[src/ddfd_consts.vh]
// constants for the dual dac serial frame decoder
// assumes a 24-bit msb-first frame, 12-bit codes in the top data bits
`ifndef DDFD_CONSTS_VH
`define DDFD_CONSTS_VH
`define DDFD_FRAME_BITS   24
`define DDFD_CNT_W        5
`define DDFD_RW_BIT       23
`define DDFD_ZERO_BIT     22
`define DDFD_REG_HI       21
`define DDFD_REG_LO       19
`define DDFD_CH_HI        18
`define DDFD_CH_LO        16
`define DDFD_DATA_HI      15
`define DDFD_CODE_LO      4
`define DDFD_REG_DAC      3'h0
`define DDFD_REG_RANGE    3'h1
`define DDFD_REG_POWER    3'h2
`define DDFD_REG_CTRL     3'h3
`define DDFD_CH_A         3'h0
`define DDFD_CH_B         3'h2
`define DDFD_CH_BOTH      3'h4
`define DDFD_CODE_RST     12'h000
`define DDFD_WORD_RST     16'h0000
`endif

[src/ddfd_frame_decoder.v]
// serial command frame decoder for a dual-channel dac
// assumes sclk, sync_n and serial_data_in come from the host, asynchronous
// to ref_clk and slow enough to oversample (sclk well below ref_clk/4)
`timescale 1ns/10ps
`include "ddfd_consts.vh"

module ddfd_frame_decoder #(
    parameter FRAME_BITS = `DDFD_FRAME_BITS
) (
    // clock and reset
    input  wire        ref_clk,
    input  wire        sys_rst,
    // serial link
    input  wire        sclk,
    input  wire        sync_n,
    input  wire        serial_data_in,
    output wire        sdo,
    // decoded registers
    output reg  [11:0] code_a_ff,
    output reg  [11:0] code_b_ff,
    output reg  [15:0] range_a_ff,
    output reg  [15:0] range_b_ff,
    output reg  [15:0] power_ff,
    output reg  [15:0] control_ff,
    // offset binary view of codes once written; reset clears both to 000 like the codes
    output reg  [11:0] code_a_bin_ff,
    output reg  [11:0] code_b_bin_ff,
    // frame status
    output reg         frame_done_ff,
    output reg         frame_bad_ff,
    output reg         zero_bit_err_ff
);

    reg  [2:0]  sclk_sync_ff;
    reg  [1:0]  sync_n_sync_ff;
    reg  [1:0]  sdi_sync_ff;
    reg         sync_n_d_ff;
    reg  [23:0] shift_ff;
    reg  [`DDFD_CNT_W-1:0] cnt_ff;
    reg  [15:0] rd_ff;
    reg  [15:0] tx_ff;

    wire sclk_rise  = sclk_sync_ff[1] & ~sclk_sync_ff[2];
    wire sclk_fall  = ~sclk_sync_ff[1] & sclk_sync_ff[2];
    wire in_frame   = ~sync_n_sync_ff[1];
    wire frame_end  = sync_n_sync_ff[1] & ~sync_n_d_ff;
    wire frame_ok   = frame_end & (cnt_ff == FRAME_BITS[`DDFD_CNT_W-1:0]);

    wire        rw_flag  = shift_ff[`DDFD_RW_BIT];
    wire [2:0]  reg_sel  = shift_ff[`DDFD_REG_HI:`DDFD_REG_LO];
    wire [2:0]  ch_sel   = shift_ff[`DDFD_CH_HI:`DDFD_CH_LO];
    wire [15:0] data     = shift_ff[`DDFD_DATA_HI:0];
    // 12-bit code, low four bits ignored
    wire [11:0] code     = data[`DDFD_DATA_HI:`DDFD_CODE_LO];

    // channel hit: own code or the both-channels code
    // codes 001, 011, 101 to 111 hit no channel at all
    function chan_hit;
        input [2:0] sel;
        input [2:0] own;
        begin
            chan_hit = (sel == own) | (sel == `DDFD_CH_BOTH);
        end
    endfunction

    // readback word of a per-channel register
    // a both-channels read returns channel a, b only when b alone is named
    function [15:0] pick_word;
        input        b_only;
        input [15:0] wa;
        input [15:0] wb;
        begin
            pick_word = b_only ? wb : wa;
        end
    endfunction

    wire sel_a  = chan_hit(ch_sel, `DDFD_CH_A);
    wire sel_b  = chan_hit(ch_sel, `DDFD_CH_B);
    wire only_b = sel_b & ~sel_a;

    // bipolar twos complement to offset binary: flip the sign bit
    function [11:0] to_offset;
        input [11:0] c;
        to_offset = {~c[11], c[10:0]};
    endfunction

    // sdo carries the word latched by the previous read frame only
    assign sdo = tx_ff[15];

    // two flops on every pin before any logic reads it
    always @(posedge ref_clk) begin
        if (sys_rst) begin
            sclk_sync_ff   <= 3'h0;
            sync_n_sync_ff <= 2'h3;
            sdi_sync_ff    <= 2'h0;
            sync_n_d_ff    <= 1'h1;
        end else begin
            sclk_sync_ff   <= {sclk_sync_ff[1:0], sclk};
            sync_n_sync_ff <= {sync_n_sync_ff[0], sync_n};
            sdi_sync_ff    <= {sdi_sync_ff[0], serial_data_in};
            sync_n_d_ff    <= sync_n_sync_ff[1];
        end
    end

    // msb first shift on rising sclk
    always @(posedge ref_clk) begin
        if (sys_rst) begin
            shift_ff <= 24'h000000;
            cnt_ff   <= {`DDFD_CNT_W{1'b0}};
        end else if (frame_end) begin
            // every frame counts from zero again
            cnt_ff <= {`DDFD_CNT_W{1'b0}};
        end else if (in_frame && sclk_rise) begin
            shift_ff <= {shift_ff[22:0], sdi_sync_ff[1]};
            // saturate so a long frame never wraps back to 24
            if (cnt_ff != {`DDFD_CNT_W{1'b1}}) begin
                cnt_ff <= cnt_ff + 1'b1;
            end
        end
    end

    // readback word leaves on falling sclk during the next frame
    always @(posedge ref_clk) begin
        if (sys_rst) begin
            tx_ff <= `DDFD_WORD_RST;
        end else if (~sync_n_sync_ff[1] && sync_n_d_ff) begin
            // load at frame start wins over a shift in the same cycle
            tx_ff <= rd_ff;
        end else if (in_frame && sclk_fall) begin
            tx_ff <= {tx_ff[14:0], 1'b0};
        end
    end

    // wrong length is discarded, pulses last one cycle
    always @(posedge ref_clk) begin
        if (sys_rst) begin
            frame_done_ff   <= 1'h0;
            frame_bad_ff    <= 1'h0;
            zero_bit_err_ff <= 1'h0;
        end else begin
            frame_done_ff <= frame_ok;
            frame_bad_ff  <= frame_end & ~frame_ok;
            if (frame_ok) begin
                zero_bit_err_ff <= shift_ff[`DDFD_ZERO_BIT];
            end
        end
    end

    always @(posedge ref_clk) begin
        if (sys_rst) begin
            code_a_ff       <= `DDFD_CODE_RST;
            code_b_ff       <= `DDFD_CODE_RST;
            code_a_bin_ff   <= `DDFD_CODE_RST;
            code_b_bin_ff   <= `DDFD_CODE_RST;
            range_a_ff      <= `DDFD_WORD_RST;
            range_b_ff      <= `DDFD_WORD_RST;
            power_ff        <= `DDFD_WORD_RST;
            control_ff      <= `DDFD_WORD_RST;
            rd_ff           <= `DDFD_WORD_RST;
        end else begin
            // act only on complete released frame
            if (frame_ok) begin
                if (rw_flag) begin
                    case (reg_sel)
                        `DDFD_REG_DAC:
                            rd_ff <= pick_word(only_b, {code_a_ff, 4'h0},
                                               {code_b_ff, 4'h0});
                        `DDFD_REG_RANGE:
                            rd_ff <= pick_word(only_b, range_a_ff, range_b_ff);
                        `DDFD_REG_POWER: rd_ff <= power_ff;
                        `DDFD_REG_CTRL:  rd_ff <= control_ff;
                        default:         rd_ff <= `DDFD_WORD_RST;
                    endcase
                end else begin
                    case (reg_sel)
                        `DDFD_REG_DAC: begin
                            if (sel_a) begin
                                code_a_ff     <= code;
                                code_a_bin_ff <= to_offset(code);
                            end
                            if (sel_b) begin
                                code_b_ff     <= code;
                                code_b_bin_ff <= to_offset(code);
                            end
                        end
                        `DDFD_REG_RANGE: begin
                            if (sel_a)
                                range_a_ff <= data;
                            if (sel_b)
                                range_b_ff <= data;
                        end
                        `DDFD_REG_POWER: power_ff   <= data;
                        `DDFD_REG_CTRL:  control_ff <= data;
                        default:         power_ff   <= power_ff;
                    endcase
                end
            end
        end
    end

endmodule // ddfd_frame_decoder

[config.mk]
export PLATFORM = sky130hd
export DESIGN_NAME = ddfd_frame_decoder
export DESIGN_NICKNAME = d
export VERILOG_FILES = /design/src/ddfd_frame_decoder.v
export VERILOG_INCLUDE_DIRS = /design/src /design/src/src
export SDC_FILE = /design/constraint.sdc
export NUM_CORES = 1
export LEC_CHECK = 0
export ABC_CLOCK_PERIOD_IN_PS = 3300
export BUFFER_PORTS_ARGS = -buffer_cell sky130_fd_sc_hd__buf_2
export CORE_MARGIN = 4
export CORE_UTILIZATION = 55
export DETAILED_ROUTE_END_ITERATION = 8
export PLACE_DENSITY = 0.78
export RECOVER_POWER = 50
export SLEW_MARGIN = 20
export SYNTH_ARGS = -nofsm -noshare
export SYNTH_HDL_FRONTEND = slang
export SYNTH_SLANG_ARGS = --single-unit
[constraint.sdc]
create_clock -name ref_clk -period 3.3 [get_ports ref_clk]
set_input_delay 0 -clock ref_clk [delete_from_list [all_inputs] [get_ports ref_clk]]
set_output_delay 0 -clock ref_clk [all_outputs]
set_load 0.005 [all_outputs]
==> impl_metrics.csv <==
group,metric,value,unit
worst_setup_path,slowest_stage,"nor4b_4",
layout,syn2layout_area_growth,12.86,%
detailed_routing,drc,0,
synth,yosys.area_share.adder,0.005335,
floorplan,num_rows,41,
power,vdd_ir_drop_max,268.4,µV
timing,fmax,379.5,MHz
timing,rsz0062_at_grt,"no",
synth,synth_seq_cells,162,
synth,synth.avg_cell_area,9.137,µm²
floorplan,pin_count,121,
timing,finalHoldViolations,0,
worst_setup_path,rr_endpoint,"rd_ff[13]",
layout,final_common_cell,"dfxtp_1",
timing,slew-limit-headroom,0.2888,
worst_setup_path,critical_path_class,"reg -> reg",
layout,mostFrequentLayoutCells,"162 x dfxtp_1, 99 x nand2_1, 91 x mux2i_1, 73 x a21oi_1, 66 x nor2_1",
clock_network,cts-resized-gates,0,
worst_setup_path,ff2ff_path_depth,6,
placed_design,gp_congestion,0.8784,
synth,synth_xor_area_frac,0.004980,
clock_network,root_buffer,"clkbuf_16",
placed_design,placed_area,7385,µm²
synth,synth_cell_types,44,
worst_setup_path,cp.arrival,2.99,ns
power,powerDensity,514.8,nW/µm²
global_routing,grt_max_degree,87,
clock_network,clock_latency,0.43,ns
floorplan,start_util,0.5598,
worst_setup_path,path_cells,"inv_1 > ha_1 > and4b_1 > nand2_1 > nor4b_4 > a22o_1",
timing,period_share,0.7985,
outcome,status,"finished, final reports clean",
synth,ys_seq_area_frac,0.4610,
global_routing,grt_usage,0.2453,
synth,synth-compound-area-share,0.1314,
detailed_routing,vias,5690,
floorplan,die_h,121.1,µm
synth,yosysWarningCount,0,
global_routing,antenna_found_initial,0,
timing,setup_viol,0,
detailed_routing,via_per_inst,5.628,
detailed_routing,dr.pass1.iters,5,
floorplan,fp.dieW,121.1,µm
timing,maxSlewViolCount,0,
synth,synth_area,7035,µm²
worst_setup_path,path_buf_inv,1,
worst_setup_path,critical_path.max_stage_delay,0.89,ns
synth,synthMuxAreaShare,0.1487,
worst_setup_path,end_kind,"register",
worst_setup_path,crit_end,"rd_ff[13]",
worst_setup_path,critPathLaunchType,"register",
placed_design,numPortBuffers,120,
worst_setup_path,cp_max_fo,16,
clock_network,clkTransAtPathRegs,0.06,ns
clock_network,cts_buffers,17,
timing,finalSetupTns,0,ns
layout,nNetsFinal,834,
global_routing,grt_pass1_vias,5501,
job,drv_cap,0,
clock_network,clock_sinks,162,
timing,skew,0.01126,ns
detailed_routing,drt_iter0_markers,508,
worst_setup_path,critPathTopFamily,"simple AND/OR/NAND/NOR gates",
worst_setup_path,crit_start,"cnt_ff[0]",
timing,min_period,2.635,ns
worst_setup_path,timing.rr.start,"cnt_ff[0]",
clock_network,cts_tree,"built",
detailed_routing,wl,17.92,mm
power,p_leak,3.091,nW
worst_setup_path,r2r_slack,0.66,ns
placed_design,dp_hpwl,11.60,mm
detailed_routing,drtAntennaViolNets,0,
clock_network,cts_buffer_depth,2,
worst_setup_path,critPathRequiredTime,3.66,ns
timing,tightest_slew,1.066,ns
synth,synth_top_family_by_area,"simple AND/OR/NAND/NOR gates",
layout,final_area,7940,µm²
floorplan,core,12570,µm²
global_routing,grt_pass1_wl,28.64,mm
worst_setup_path,crit_cells,6,
synth,post_synth_and_or_nand_nor_area_fraction,0.1613,
layout,drive_above_1_share,0.1478,
layout,diodes,0,
floorplan,die_area,14670,µm²
synth,syn_nets,778,
detailed_routing,wire_per_inst,17.73,µm
global_routing,overflow,0,
min_path,min_path_type,"in -> reg",
synth,postSynthCellCount,770,
clock_network,cts_htree_levels,4,
min_path,hold_depth,2,
-- layout make-up --
type                            count  area, µm²
Fill cell                        1034       4628
Timing Repair Buffer              131      613.1
Tap cell                          172      215.2
Clock buffer                       21      460.4
Clock inverter                     11      152.6
Sequential cell                   162       3243
Multi-Input combinational cell    495       3184
Inverter                           19      71.32
-- kinds of logic after synthesis --
logic type                 after synthesis
xor gates and xnor gates                 4
muxes                                  103
and+or+nand+nor                        232
DFF                                    162
buffers and inverters                  113
AOI/OAI and AO/OA                      153
adders and majority gates                3
-- cells in the mapped netlist, drive strengths merged --
cell | n | area [µm²]
nor4b | 2 | 38.78
and4 | 2 | 17.52
mux2 | 12 | 135.1
dfxtp | 162 | 3243
o221ai | 12 | 105.1
and3 | 1 | 6.260
xor2 | 3 | 26.28
a211oi | 15 | 112.6
or2 | 4 | 25.02
nand4 | 5 | 67.56
nand3 | 13 | 65.06
ha | 3 | 37.54
nand2b | 3 | 18.77
nor3 | 4 | 30.03
xnor2 | 1 | 8.760
and2b | 1 | 7.510
nand2 | 99 | 379.1
mux2i | 91 | 910.9
clkbuf | 44 | 165.2
inv | 19 | 71.32
and4b | 1 | 10.01
nor3b | 2 | 15.01
or3b | 2 | 20.02
or3 | 17 | 106.4
nor2b | 8 | 50.05
a21oi | 74 | 370.4
o21ai | 30 | 150.1
o22ai | 4 | 25.02
nor2 | 67 | 254.0
a22o | 16 | 140.1
a31oi | 1 | 12.51
a311oi | 1 | 8.760
nand4b | 1 | 23.77
buf | 50 | 377.9
-- layer usage --
metal  routed length, µm  up-vias  track usage
met5                   0        -            0
met4                 181        0      0.06870
met1                7936     2715       0.3385
met3                1344       21      0.05315
li1                    -     2738            -
met2                8458      216       0.3890
-- report_power, final --
| group | leakage (nW) | internal [W] | switching, W |
|---|---|---|---|
| Combinational | 1.49 | 0.0000239 | 0.0000550 |
| Clock | 0.290 | 0.00123 | 0.000797 |
| Sequential | 1.31 | 0.00197 | 0.00000795 |
-- flip-flops by register name, indices dropped and copies added (netlist names) --
register         cells
zero_bit_err_ff      1
rd_ff               16
range_b_ff          16
range_a_ff          16
control_ff          16
code_a_bin_ff        1
cnt_ff               5
frame_done_ff        1
code_b_bin_ff        1
code_b_ff           12
sclk_sync_ff         3
tx_ff               16
frame_bad_ff         1
code_a_ff           12
sync_n_d_ff          1
shift_ff            24
sdi_sync_ff          2
power_ff            16
sync_n_sync_ff       2
-- worst min path at each step --
stage	to	startpoint
finish	sclk_sync_ff[0]	sys_rst
global route	range_a_ff[3]	sys_rst
CTS	range_a_ff[1]	sys_rst
detailed placement	sync_n_sync_ff[0]	sync_n
global placement	sync_n_sync_ff[0]	sync_n
floorplan	sync_n_sync_ff[0]	sync_n
-- through the flow --
stage	power, W	worst slack [ns]	instances	util	hold slack, ns
after floorplan	0.002079	1.569	770	-	0.1038
after detailed placement	0.002095	0.8063	976	0.5876	0.1937
after CTS	0.004100	0.7824	1011	0.6387	0.07127
after global placement	0.002093	0.9510	976	0.5876	0.1832
after global routing	0.004185	0.5239	1011	0.6318	0.1029
final	0.004087	0.6650	1011	0.6318	0.07459
-- timing repair --
item,in CTS,in global routing
endpoints found under the hold margin,3,0
hold buffers,3,0
setup buffers,0,0
No activity file was read; power rests on OpenSTA's default activity.
